===== config.mk =====
export PLATFORM = sky130hd
export DESIGN_NAME = rtc_support
export DESIGN_NICKNAME = d
export VERILOG_FILES = /design/src/logic/rtc_pkg.sv /design/src/logic/osc_divider.sv /design/src/logic/pin_sync.sv /design/src/logic/rtc_support.sv
export SDC_FILE = /design/constraint.sdc
export NUM_CORES = 1
export LEC_CHECK = 0
export BUFFER_PORTS_ARGS = -buffer_cell sky130_fd_sc_hd__buf_2
export CAP_MARGIN = 20
export CORE_MARGIN = 5
export CORE_UTILIZATION = 55
export CTS_CLUSTER_SIZE = 12
export DETAILED_ROUTE_END_ITERATION = 8
export MAX_ROUTING_LAYER = met4
export PLACE_DENSITY_LB_ADDON = 0.15
export SYNTH_ARGS = -nofsm -noshare
export SYNTH_HDL_FRONTEND = slang
export SYNTH_HIERARCHICAL = 1
export SYNTH_SLANG_ARGS = --single-unit
export TNS_END_PERCENT = 1

===== constraint.sdc =====
create_clock -name mclk -period 2.5 [get_ports mclk]
set_clock_uncertainty 0.2 [all_clocks]
set_input_delay 0.5 -clock mclk [delete_from_list [all_inputs] [get_ports mclk]]
set_output_delay 0.5 -clock mclk [all_outputs]
set_load 0.01 [all_outputs]

===== src/logic/rtc_pkg.sv =====
// Shared constants and carrier types for the clock support block.
// Assumes a byte-wide host bus with 17 address bits and a 50 MHz mclk.
package rtc_pkg;

  // ---------------------------------------------------------------
  // Register map
  // ---------------------------------------------------------------
  localparam logic [16:0] ADDR_FLAGS = 17'h1FFF0;
  localparam logic [16:0] ADDR_AL_SEC = 17'h1FFF2;
  localparam logic [16:0] ADDR_AL_MIN = 17'h1FFF3;
  localparam logic [16:0] ADDR_AL_HOUR = 17'h1FFF4;
  localparam logic [16:0] ADDR_AL_DATE = 17'h1FFF5;
  localparam logic [16:0] ADDR_AL_MONTH = 17'h1FFF6;
  localparam logic [16:0] ADDR_WDOG = 17'h1FFF7;
  localparam logic [16:0] ADDR_CTRL = 17'h1FFF8;
  localparam logic [16:0] ADDR_SEC = 17'h1FFF9;
  localparam logic [16:0] ADDR_DAY = 17'h1FFFC;
  localparam logic [7:0] REG_RESET = 8'h00;

  // ---------------------------------------------------------------
  // Field positions and widths
  // ---------------------------------------------------------------
  localparam int BIT_WDF = 7;
  localparam int BIT_AF = 6;
  localparam int BIT_BL = 4;
  localparam int BIT_AFE = 7;
  localparam int BIT_ABE = 5;
  localparam int BIT_WDS = 7;
  localparam int BIT_ST = 7;
  localparam int BIT_FT = 6;
  localparam int BIT_SIGN = 5;
  localparam int BIT_RPT = 7;
  localparam int BIT_RPT5 = 6;
  localparam int MULT_HI = 6;
  localparam int MULT_LO = 2;
  localparam int CAL_HI = 4;
  localparam int SEC_W = 7;
  localparam int HOUR_W = 6;
  localparam int DATE_W = 6;
  localparam int MONTH_W = 5;

  // ---------------------------------------------------------------
  // Repeat codes, ordered RPT5 down to RPT1
  // ---------------------------------------------------------------
  localparam logic [4:0] RPT_EVERY_SEC = 5'h1F;
  localparam logic [4:0] RPT_MINUTE = 5'h1E;
  localparam logic [4:0] RPT_HOUR = 5'h1C;
  localparam logic [4:0] RPT_DAY = 5'h18;
  localparam logic [4:0] RPT_MONTH = 5'h10;
  localparam logic [4:0] RPT_YEAR = 5'h00;

  // ---------------------------------------------------------------
  // Divider chain and timing
  // ---------------------------------------------------------------
  localparam logic [7:0] STAGE_WRAP = 8'hFF;
  localparam logic [7:0] STAGE_SHORT_WRAP = 8'h7F;
  localparam logic [6:0] STAGE2_LAST = 7'h7F;
  localparam logic [5:0] SEC_LAST = 6'h3B;
  localparam logic [10:0] TICK16_LAST = 11'h7FF;
  localparam int SQ_BIT = 5;
  localparam int CLK_HZ = 50_000_000;
  localparam int RST_PULSE_MS = 40;
  localparam int RST_PULSE_CYC = RST_PULSE_MS * (CLK_HZ / 1000);

  // ---------------------------------------------------------------
  // Carrier types
  // ---------------------------------------------------------------
  typedef struct packed {
    logic [7:0] sec;
    logic [7:0] min;
    logic [7:0] hour;
    logic [7:0] date;
    logic [7:0] month;
  } time_now_s;

  typedef struct packed {
    logic ce_n;
    logic we_n;
    logic oe_n;
    logic kick;
    logic [16:0] addr;
    logic [7:0] data;
  } bus_pins_s;

endpackage : rtc_pkg


===== src/logic/osc_divider.sv =====
// Oscillator divider chain with periodic calibration, 512 Hz test
// square wave and a 16 Hz tick. Assumes a 32768 Hz crystal pin.
`timescale 1ns/10ps
module osc_divider
  import rtc_pkg::*;
(
  input wire logic mclk,
  input wire logic rstn,
  input wire logic osc_pin,
  input wire logic halt,
  input wire logic cal_sign,
  input wire logic [4:0] cal_mag,
  output logic sec_tick,
  output logic sq512,
  output logic tick16
);
  logic osc_s;
  logic osc_d;
  logic [10:0] pre;
  logic [7:0] stage1;
  logic [6:0] stage2;
  logic hold_pass;
  logic [5:0] sec_in_min;
  logic [5:0] cal_min;

  pin_sync #(.WIDTH(1), .RST_VAL(1'b0)) u_osc (
    .mclk(mclk),
    .rstn(rstn),
    .din(osc_pin),
    .dout(osc_s)
  );

  // ---------------------------------------------------------------
  // Decode of the chain
  // ---------------------------------------------------------------
  // The stop bit gates the count; the crystal itself keeps running.
  wire osc_tick = osc_s & ~osc_d & ~halt;
  wire mod_now = (sec_in_min == 6'h00) & (cal_min < {cal_mag, 1'b0});
  wire first_pass = (stage2 == 7'h00);
  wire short_wrap = mod_now & cal_sign & first_pass
                    & (stage1 == STAGE_SHORT_WRAP);
  wire s1_wrap = osc_tick & ((stage1 == STAGE_WRAP) | short_wrap);
  wire hold = mod_now & ~cal_sign & first_pass & ~hold_pass;
  wire sec_end = s1_wrap & ~hold & (stage2 == STAGE2_LAST);

  // ---------------------------------------------------------------
  // Uncorrected prescaler for test and watchdog timing
  // ---------------------------------------------------------------
  // Taken ahead of the correction so calibration never moves 512 Hz.
  always_ff @(posedge mclk or negedge rstn) begin
    if (!rstn) begin
      osc_d <= 1'b0;
      pre <= 11'h000;
      sq512 <= 1'b0;
      tick16 <= 1'b0;
    end else begin
      osc_d <= osc_s;
      pre <= osc_tick ? pre + 11'h001 : pre;
      sq512 <= pre[SQ_BIT];
      tick16 <= osc_tick & (pre == TICK16_LAST);
    end
  end

  // ---------------------------------------------------------------
  // Corrected chain: the divide-by-256 stage takes the correction
  // ---------------------------------------------------------------
  // A short first pass drops 128 counts; a repeated pass adds 256.
  always_ff @(posedge mclk or negedge rstn) begin
    if (!rstn) begin
      stage1 <= 8'h00;
      stage2 <= 7'h00;
      hold_pass <= 1'b0;
      sec_in_min <= 6'h00;
      cal_min <= 6'h00;
      sec_tick <= 1'b0;
    end else begin
      sec_tick <= sec_end;
      if (s1_wrap) begin
        stage1 <= 8'h00;
        hold_pass <= hold | (hold_pass & ~sec_end);
        stage2 <= hold ? stage2 : stage2 + 7'h01;
      end else if (osc_tick) begin
        stage1 <= stage1 + 8'h01;
      end
      if (sec_end) begin
        hold_pass <= 1'b0;
        sec_in_min <= (sec_in_min == SEC_LAST) ? 6'h00
                      : sec_in_min + 6'h01;
        // The 64-minute cycle wraps naturally in six bits.
        if (sec_in_min == SEC_LAST) cal_min <= cal_min + 6'h01;
      end
    end
  end

endmodule : osc_divider


===== src/logic/pin_sync.sv =====
// Two-stage synchroniser for a group of pins.
// Assumes multi-bit groups are stable while their strobes are active.
`timescale 1ns/10ps
module pin_sync #(
  parameter int WIDTH = 1,
  parameter logic [WIDTH-1:0] RST_VAL = '0
) (
  input wire logic mclk,
  input wire logic rstn,
  input wire logic [WIDTH-1:0] din,
  output logic [WIDTH-1:0] dout
);
  logic [WIDTH-1:0] meta;

  // ---------------------------------------------------------------
  // One pair of flip-flops per bit
  // ---------------------------------------------------------------
  // The first stage feeds only the second, never any logic.
  for (genvar i = 0; i < WIDTH; i++) begin : g_bit
    always_ff @(posedge mclk or negedge rstn) begin
      if (!rstn) begin
        meta[i] <= RST_VAL[i];
        dout[i] <= RST_VAL[i];
      end else begin
        meta[i] <= din[i];
        dout[i] <= meta[i];
      end
    end
  end

endmodule : pin_sync


===== src/logic/rtc_support.sv =====
// Clock support top: host registers, calibration, alarm, watchdog and
// the open-drain interrupt/test and reset outputs.
// Assumes the time counters outside advance on sec_tick and present
// their BCD values on time_now; the host bus pins are asynchronous.
//
// How it works
// - Calibration adds or drops counts at the divide-by-256 stage only.
// - Calibration magnitude is five unsigned bits D4-D0 of control.
// - Control bit D5 one speeds the clock, zero slows it.
// - 64-minute cycle; one second per minute shortened 128 or lengthened 256.
// - Value N corrects only the first 2N minutes of each cycle.
// - Test pin toggles 512 Hz under stop, test, enable and steer conditions.
// - Test frequency comes from before the correction.
// - Alarm match sets the alarm flag, and the pin if enabled.
// - Repeat bits pick second to yearly; unknown codes mean every second.
// - Flags read releases alarm pin; cleared flag shows on a later read.
// - On battery the alarm drives the pin only with both enables set.
// - Power-up clears both alarm enables; alarm then only sets the flag.
// - Watchdog timeout equals multiplier times selected resolution.
// - Timeout sets watchdog flag; reading flags clears it.
// - Timeout drives the pin, or a 40-200 ms reset pulse when steered.
// - Steered timeout clears the watchdog register and the test bit.
// - Kick pin edges and watchdog writes restart the count.
// - Writing 00h after interrupt timeout releases pin and disables watchdog.
// - Power-down disables the watchdog and clears its register.
// - Alarm or watchdog signalling overrides the test square wave.
// - Reset clears steer, multiplier, resolution, enables and test bit.
`timescale 1ns/10ps
module rtc_support
  import rtc_pkg::*;
#(
  parameter int RST_PULSE_CYCLES = RST_PULSE_CYC
) (
  input wire logic mclk,
  input wire logic rstn,
  input wire logic ce_n,
  input wire logic we_n,
  input wire logic oe_n,
  input wire logic [16:0] addr,
  input wire logic [7:0] dq_in,
  output logic [7:0] dq_out,
  output logic dq_oe_n,
  input wire logic osc_pin,
  input wire logic watchdog_kick_in,
  input wire logic on_battery,
  input wire logic battery_low,
  input wire time_now_s time_now,
  output logic sec_tick,
  output logic int_test_out,
  output logic int_test_oe_n,
  output logic reset_out,
  output logic reset_oe_n
);
  localparam int RW = $clog2(RST_PULSE_CYCLES + 1);
  localparam bus_pins_s BUS_IDLE = '{ce_n: 1'b1, we_n: 1'b1, oe_n: 1'b1,
                                     kick: 1'b0, addr: 17'h00000,
                                     data: 8'h00};

  bus_pins_s bus_s;
  logic rd_d;
  logic wr_d;
  logic [16:0] addr_d;
  logic [16:0] waddr;
  logic [7:0] wdata;
  logic kick_d;
  logic bat_d;
  logic tick_d;
  logic sq512;
  logic tick16;
  logic [7:0] al_sec;
  logic [7:0] al_min;
  logic [7:0] al_hour;
  logic [7:0] al_date;
  logic [7:0] al_month;
  logic [7:0] wdog;
  logic [7:0] ctrl;
  logic [7:0] sec_reg;
  logic [7:0] day_reg;
  logic af;
  logic watchdog_expired_flag;
  logic af_irq;
  logic wd_irq;
  logic [10:0] wd_cnt;
  logic [RW-1:0] rst_cnt;

  // ---------------------------------------------------------------
  // Pin synchronisers and the divider chain
  // ---------------------------------------------------------------
  pin_sync #(.WIDTH($bits(bus_pins_s)), .RST_VAL(BUS_IDLE)) u_bus (
    .mclk(mclk),
    .rstn(rstn),
    .din({ce_n, we_n, oe_n, watchdog_kick_in, addr, dq_in}),
    .dout(bus_s)
  );

  osc_divider u_div (
    .mclk(mclk),
    .rstn(rstn),
    .osc_pin(osc_pin),
    .halt(sec_reg[BIT_ST]),
    .cal_sign(ctrl[BIT_SIGN]),
    .cal_mag(ctrl[CAL_HI:0]),
    .sec_tick(sec_tick),
    .sq512(sq512),
    .tick16(tick16)
  );

  // ---------------------------------------------------------------
  // Host bus decode
  // ---------------------------------------------------------------
  // A read is taken when it starts or when its address moves, so a
  // static read keeps showing the byte it first returned.
  wire rd_act = ~bus_s.ce_n & ~bus_s.oe_n & bus_s.we_n;
  wire wr_act = ~bus_s.ce_n & ~bus_s.we_n;
  wire rd_start = rd_act & (~rd_d | (bus_s.addr != addr_d));
  wire wr_end = wr_d & ~wr_act;
  wire hit_flags = bus_s.addr == ADDR_FLAGS;
  wire hit_asec = bus_s.addr == ADDR_AL_SEC;
  wire hit_amin = bus_s.addr == ADDR_AL_MIN;
  wire hit_ahour = bus_s.addr == ADDR_AL_HOUR;
  wire hit_adate = bus_s.addr == ADDR_AL_DATE;
  wire hit_amonth = bus_s.addr == ADDR_AL_MONTH;
  wire hit_wdog = bus_s.addr == ADDR_WDOG;
  wire hit_ctrl = bus_s.addr == ADDR_CTRL;
  wire hit_sec = bus_s.addr == ADDR_SEC;
  wire hit_day = bus_s.addr == ADDR_DAY;
  wire mapped = hit_flags | hit_asec | hit_amin | hit_ahour | hit_adate
                | hit_amonth | hit_wdog | hit_ctrl | hit_sec | hit_day;
  wire flags_rd = rd_start & hit_flags;
  wire wr_asec = wr_end & (waddr == ADDR_AL_SEC);
  wire wr_amin = wr_end & (waddr == ADDR_AL_MIN);
  wire wr_ahour = wr_end & (waddr == ADDR_AL_HOUR);
  wire wr_adate = wr_end & (waddr == ADDR_AL_DATE);
  wire wr_amonth = wr_end & (waddr == ADDR_AL_MONTH);
  wire wr_wdog = wr_end & (waddr == ADDR_WDOG);
  wire wr_ctrl = wr_end & (waddr == ADDR_CTRL);
  wire wr_sec = wr_end & (waddr == ADDR_SEC);
  wire wr_day = wr_end & (waddr == ADDR_DAY);

  // Read data selection; unused flag bits read as zero.
  wire [7:0] flags_byte = {watchdog_expired_flag, af, 1'b0, battery_low, 4'h0};
  wire [7:0] rdata = hit_flags ? flags_byte
                   : hit_asec ? al_sec
                   : hit_amin ? al_min
                   : hit_ahour ? al_hour
                   : hit_adate ? al_date
                   : hit_amonth ? al_month
                   : hit_wdog ? wdog
                   : hit_ctrl ? ctrl
                   : hit_sec ? sec_reg
                   : hit_day ? day_reg
                   : 8'h00;

  // ---------------------------------------------------------------
  // Power transitions
  // ---------------------------------------------------------------
  wire power_up = bat_d & ~on_battery;
  wire power_down = ~bat_d & on_battery;

  // ---------------------------------------------------------------
  // Alarm comparator
  // ---------------------------------------------------------------
  // Compared one cycle after sec_tick, once the counters have moved.
  wire [4:0] rpt = {al_date[BIT_RPT5], al_date[BIT_RPT], al_hour[BIT_RPT],
                    al_min[BIT_RPT], al_sec[BIT_RPT]};
  wire m_sec = time_now.sec[SEC_W-1:0] == al_sec[SEC_W-1:0];
  wire m_min = time_now.min[SEC_W-1:0] == al_min[SEC_W-1:0];
  wire m_hour = time_now.hour[HOUR_W-1:0] == al_hour[HOUR_W-1:0];
  wire m_date = time_now.date[DATE_W-1:0] == al_date[DATE_W-1:0];
  wire m_month = time_now.month[MONTH_W-1:0] == al_month[MONTH_W-1:0];
  wire alarm_hit = (rpt == RPT_MINUTE) ? m_sec
                 : (rpt == RPT_HOUR) ? m_sec & m_min
                 : (rpt == RPT_DAY) ? m_sec & m_min & m_hour
                 : (rpt == RPT_MONTH) ? m_sec & m_min & m_hour & m_date
                 : (rpt == RPT_YEAR) ? m_sec & m_min & m_hour & m_date
                                       & m_month
                 : 1'b1;
  wire alarm_event = tick_d & alarm_hit;
  // On battery the pin also needs the backup enable.
  wire alarm_pin = alarm_event & al_month[BIT_AFE]
                   & (~on_battery | al_month[BIT_ABE]);

  // ---------------------------------------------------------------
  // Watchdog decode
  // ---------------------------------------------------------------
  // The count runs in sixteenths of a second, so the limit is the
  // multiplier shifted left by twice the resolution code.
  wire [10:0] wd_limit = {6'h00, wdog[MULT_HI:MULT_LO]}
                         << {wdog[1:0], 1'b0};
  wire wd_en = wdog[MULT_HI:MULT_LO] != 5'h00;
  wire kick_edge = bus_s.kick ^ kick_d;
  wire restart = kick_edge | wr_wdog;
  wire timeout = wd_en & ~restart & tick16
                 & ((wd_cnt + 11'h001) == wd_limit);
  wire steer = wdog[BIT_WDS];
  wire wd_release = wr_wdog & (wdata == REG_RESET);
  wire rst_drive = rst_cnt != '0;

  // ---------------------------------------------------------------
  // Interrupt/test pin decode
  // ---------------------------------------------------------------
  // Any pending alarm or watchdog interrupt holds the pin low and
  // masks the square wave.
  wire irq_active = af_irq | wd_irq;
  wire ft_on = ~sec_reg[BIT_ST] & day_reg[BIT_FT] & ~al_month[BIT_AFE]
               & (steer | (wdog == REG_RESET));
  wire int_drive = irq_active | (ft_on & ~sq512);

  // ---------------------------------------------------------------
  // Bus front end and read data
  // ---------------------------------------------------------------
  // Write data is held while the strobe is low and used at its end.
  always_ff @(posedge mclk or negedge rstn) begin
    if (!rstn) begin
      rd_d <= 1'b0;
      wr_d <= 1'b0;
      addr_d <= 17'h00000;
      waddr <= 17'h00000;
      wdata <= 8'h00;
      kick_d <= 1'b0;
      bat_d <= 1'b0;
      tick_d <= 1'b0;
      dq_out <= 8'h00;
      dq_oe_n <= 1'b1;
    end else begin
      rd_d <= rd_act;
      wr_d <= wr_act;
      addr_d <= bus_s.addr;
      kick_d <= bus_s.kick;
      bat_d <= on_battery;
      tick_d <= sec_tick;
      if (wr_act) begin
        waddr <= bus_s.addr;
        wdata <= bus_s.data;
      end
      if (rd_start) dq_out <= rdata;
      dq_oe_n <= ~(rd_act & mapped);
    end
  end

  // ---------------------------------------------------------------
  // Alarm and clock registers
  // ---------------------------------------------------------------
  always_ff @(posedge mclk or negedge rstn) begin
    if (!rstn) begin
      al_sec <= REG_RESET;
      al_min <= REG_RESET;
      al_hour <= REG_RESET;
      al_date <= REG_RESET;
      al_month <= REG_RESET;
      ctrl <= REG_RESET;
      sec_reg <= REG_RESET;
    end else begin
      if (wr_asec) al_sec <= wdata;
      if (wr_amin) al_min <= wdata;
      if (wr_ahour) al_hour <= wdata;
      if (wr_adate) al_date <= wdata;
      if (wr_amonth) al_month <= wdata;
      if (wr_ctrl) ctrl <= wdata;
      if (wr_sec) sec_reg <= wdata;
      if (power_up) begin
        al_month[BIT_AFE] <= 1'b0;
        al_month[BIT_ABE] <= 1'b0;
      end
    end
  end

  // ---------------------------------------------------------------
  // Watchdog register, test bit and timeout counter
  // ---------------------------------------------------------------
  // The clears come after the host write so they take priority.
  always_ff @(posedge mclk or negedge rstn) begin
    if (!rstn) begin
      wdog <= REG_RESET;
      day_reg <= REG_RESET;
      wd_cnt <= 11'h000;
    end else begin
      if (wr_wdog) wdog <= wdata;
      if (wr_day) day_reg <= wdata;
      if (timeout & steer) begin
        wdog <= REG_RESET;
        day_reg[BIT_FT] <= 1'b0;
      end
      if (power_down) wdog <= REG_RESET;
      if (!wd_en || restart || timeout) wd_cnt <= 11'h000;
      else if (tick16) wd_cnt <= wd_cnt + 11'h001;
    end
  end

  // ---------------------------------------------------------------
  // Flags and pending interrupts
  // ---------------------------------------------------------------
  // A set in the same cycle as the clearing read wins.
  always_ff @(posedge mclk or negedge rstn) begin
    if (!rstn) begin
      af <= 1'b0;
      watchdog_expired_flag <= 1'b0;
      af_irq <= 1'b0;
      wd_irq <= 1'b0;
    end else begin
      af <= (af & ~flags_rd) | alarm_event;
      watchdog_expired_flag <= (watchdog_expired_flag & ~flags_rd) | timeout;
      af_irq <= (af_irq & ~flags_rd) | alarm_pin;
      wd_irq <= (wd_irq & ~wd_release) | (timeout & ~steer);
    end
  end

  // ---------------------------------------------------------------
  // Open-drain outputs
  // ---------------------------------------------------------------
  // Enables are low while a pin is pulled low; the reset pulse holds
  // for the parameter count, chosen at the short end of its window.
  always_ff @(posedge mclk or negedge rstn) begin
    if (!rstn) begin
      rst_cnt <= '0;
      reset_out <= 1'b1;
      reset_oe_n <= 1'b1;
      int_test_out <= 1'b1;
      int_test_oe_n <= 1'b1;
    end else begin
      if (timeout & steer) rst_cnt <= RW'(RST_PULSE_CYCLES);
      else if (rst_drive) rst_cnt <= rst_cnt - RW'(1);
      reset_out <= ~rst_drive;
      reset_oe_n <= ~rst_drive;
      int_test_out <= ~int_drive;
      int_test_oe_n <= ~int_drive;
    end
  end
endmodule : rtc_support


==> results_dict.tcl <==
set metrics [dict create \
    worstSetupEndpointType "flop" \
    synth_top_cell_area_share 0.520 \
    place.gp.congestion 0.965 \
    p_int_w 0.00758 \
    nets 1380 \
    cts_buffers 29 \
    setup_viol_count_final 36 \
    worstPathArrival_ps 2880 \
    die_w_um 161 \
    fmax_mhz 381 \
    rows 55 \
    post-route-util 0.701 \
    ir_drop_uv 683 \
    drcViolationCount 0 \
    seq_power_share 0.481 \
    slowest_delay_ps 650 \
    clockBufferDepth 3 \
    yosysWarnings 6 \
    clock-root-buffer "clkbuf_16" \
    clock_sinks 269 \
    worst_hold_path.num_cells 4 \
    cts_tree "yes" \
    status "complete, but fails checks" \
    final_layout_size_suffix_gt1_frac 0.337 \
    worst_slack_ps -124 \
    viasPerCell 5.55 \
    place_inst 1513 \
    tightestPinTransition_ps 865 \
    maxSlewHeadroom 0.421 \
    yosysMostFrequentCell "dfrtp_1" \
    finalCritPeriodShare 1.05 \
    yosysTopAreaCell "dfrtp_1" \
    io_buffers 78 \
    synth_compound_gate_area_share 0.0796 \
    maxCapViolCount 0 \
    hold_class "in2reg" \
    async_reset_ff_frac 1.00 \
    synth_fp_nets 1144 \
    synthSimpleGateAreaFrac 0.154 \
    netlist_area_um2 12500 \
    synth_edf_count 0 \
    fp.coreArea_um2 22500 \
    synthXorXnorAreaFrac 0.0796 \
    cts.clk_slew.worst_paths_ps 60 \
    pwr-share-clk 0.446 \
    timing.rr.start "u_bus/dout[14]$_DFF_PN0_" \
    grt_util_all_layers 0.239 \
    seq_area_frac_synth 0.539 \
    clk_latency_ps 560 \
    postSynthCellCount 1057 \
    pwr-share-comb 0.072 \
    critPathLaunchType "flop" \
    htree_levels 1 \
    power_density_nw_per_um2 625 \
    grt_max_degree 56 \
    grt_antenna_before_repair 0 \
    switchingPower_w 0.00227 \
    min-delay-start "battery_low" \
    reg2reg_to "dq_out[7]$_DFFE_PN0P_" \
    cp.required_ps 2750 \
    hold_violations 0 \
    whs_endpoint "dq_out[4]$_DFFE_PN0P_" \
    violations "setup timing" \
    slew_violations 0 \
    syn2layout_area_growth_pct 26.2 \
    muxShareOfSynthArea 0.103 \
    fin_cells 1601 \
    start_util 0.556 \
    wl_um 29700 \
    rsz0062_at_grt "true" \
    finalCriticalPeriod_ps 2620 \
    grt_pass1_wl_um 48700 \
    synth_top_family_by_area "simple AND/OR/NAND/NOR gates" \
    p_leak_nw 7.20 \
    post_drt_wl_per_cell_um 18.5 \
    die-area_um2 25800 \
    final_antenna_net_count 0 \
    reg2reg_slack_ps -120 \
    cp_slowest_cell "or4_4" \
    antenna_cells 0 \
    critPathKind "reg2reg" \
    ys_ff_latch 269 \
    cp_max_fo 9 \
    rr_worst_depth 8 \
    overflow 0 \
    grt_pass1_vias 9164 \
    firstDrtPassIters 5 \
    synthAdderAreaFrac 0.0130 \
    dpl.hpwl_um 21100 \
    crit_chain "nand4_1, or4_4, or3_1, buf_6, o21ai_0, a221o_1, a21oi_1, mux2i_1" \
    power_switching_share 0.231 \
    synth_area_leaders "dfrtp_1 (52%), mux2_2 (7.3%), xnor2_1 (5.1%)" \
    yosysUniqueCellTypes 91 \
    yosys_most_used_dff "dfrtp_1" \
    netlist_top_cells_count "dfrtp_1 (260), mux2_2 (81), xnor2_1 (73)" \
    num_vias 8892 \
    design.portCount 88 \
    largestRegisters "u_bus/dout (29), u_bus/meta (29), rst_cnt (21)" \
    syn_area_per_cell_um2 11.8 \
    drt-initial-drc-count 587 \
    floorplan.die.height_um 161 \
]
layout by cell type, fill, tap and decap left out, types with 5 or more instances in the layout:
| master | Yosys | layout |
|---|---|---|
| nand3b_1 | 5 | 5 |
| clkbuf_16 | 0 | 29 |
| buf_12 | 0 | 10 |
| buf_4 | 4 | 131 |
| clkbuf_1 | 27 | 12 |
| nand2b_1 | 24 | 24 |
| mux2_4 | 8 | 8 |
| a22o_1 | 9 | 9 |
| nand4_1 | 20 | 20 |
| and3_1 | 20 | 18 |
| dfrtp_1 | 260 | 257 |
| nor3_1 | 43 | 30 |
| o21ai_0 | 27 | 25 |
| nor4_1 | 13 | 12 |
| dfstp_2 | 9 | 9 |
| dlygate4sd3_1 | 0 | 32 |
| a21oi_1 | 23 | 22 |
| inv_1 | 30 | 30 |
| ha_1 | 13 | 12 |
| xor2_1 | 38 | 37 |
| xnor2_1 | 73 | 72 |
| nand2_1 | 65 | 64 |
| o2111ai_1 | 6 | 5 |
| mux2_2 | 81 | 81 |
| mux2i_1 | 22 | 20 |
| nor3_2 | 2 | 15 |
| buf_6 | 8 | 5 |
| nor2b_1 | 14 | 14 |
| buf_2 | 10 | 77 |
| nor2_1 | 53 | 49 |
| a32oi_1 | 6 | 6 |
| nand3_1 | 30 | 28 |
stage by stage:
step	total power, W	hold slack [ps]	setup WS (ps)	setup TNS, ps	area [um^2]
3_5_place_dp	0.00548	135	-292	-8990	14200
4_1_cts	0.00993	118	-125	-3440	15700
2_1_floorplan	0.00510	4.41	-2.56	-19.8	12500
6_report	0.00986	126	-124	-1110	15800
5_1_grt	0.0102	141	-195	-4640	15800
3_3_place_gp	0.00545	132	-276	-8220	14200
worst max path at each step:
stage	start	to	slack, ps	cells past startpoint
after floorplan	wd_cnt[0]$_DFFE_PN0P_	rst_cnt[0]$_DFFE_PN0P_	-3	10
after global placement	wdog[0]$_DFFE_PN0P_	wd_cnt[6]$_DFFE_PN0P_	-280	8
after detailed placement	wdog[0]$_DFFE_PN0P_	wd_cnt[9]$_DFFE_PN0P_	-290	9
after CTS	wdog[0]$_DFFE_PN0P_	wdog[0]$_DFFE_PN0P_	-130	9
after global routing	u_bus/dout[14]$_DFF_PN0_	dq_out[5]$_DFFE_PN0P_	-200	8
final	u_bus/dout[14]$_DFF_PN0_	dq_out[7]$_DFFE_PN0P_	-120	8
area by class of cell:
type / count / area [um^2]
Inverter: 30 / 113
Clock buffer: 45 / 826
Tap cell: 285 / 357
Fill cell: 1648 / 6720
Sequential cell: 269 / 6750
Multi-Input combinational cell: 706 / 5610
Clock inverter: 9 / 160
Timing Repair Buffer: 257 / 1980
timing repair:
item | in CTS | in global routing
hold buffers | 32 | 0
gates resized for setup | 32 | 30
pin swaps | 24 | 13
setup buffers | 1 | 4
endpoints found under the hold margin | 73 | 0
endpoints found under the setup margin | 106 | 100
power groups by stage:
stage | sequential (W) | combinational, W | clock, W
CTS | 0.00474 | 0.000710 | 0.00448
global placement | 0.00481 | 0.000649 | 0
detailed placement | 0.00482 | 0.000665 | 0
global route | 0.00477 | 0.000792 | 0.00466
floorplan | 0.00475 | 0.000349 | 0
finish | 0.00475 | 0.000713 | 0.00440
kinds of logic (layout without fill, tap and decap cells):
logic type	Yosys count	count (layout)
buf+inv	82	341
xor+xnor	112	112
fa+ha+maj	13	13
flops	269	269
mux	114	114
compound gates	132	132
simple gates	335	335
metal layers:
| layer | GRT usage | share of wire |
|---|---|---|
| met1 | 0.337 | 0.46 |
| met2 | 0.372 | 0.47 |
| met3 | 0.0398 | 0.049 |
| met4 | 0.0465 | 0.017 |
| met5 | - | 0 |
worst max-delay path, delay by kind of cell, from the launching register on:
kind / cells / cell delay (ps)
buf+inv: 1 / 160
flops: 1 / 360
compound gates: 3 / 390
simple gates: 3 / 1260
mux: 1 / 150
Power figures use the tool's default switching activity.
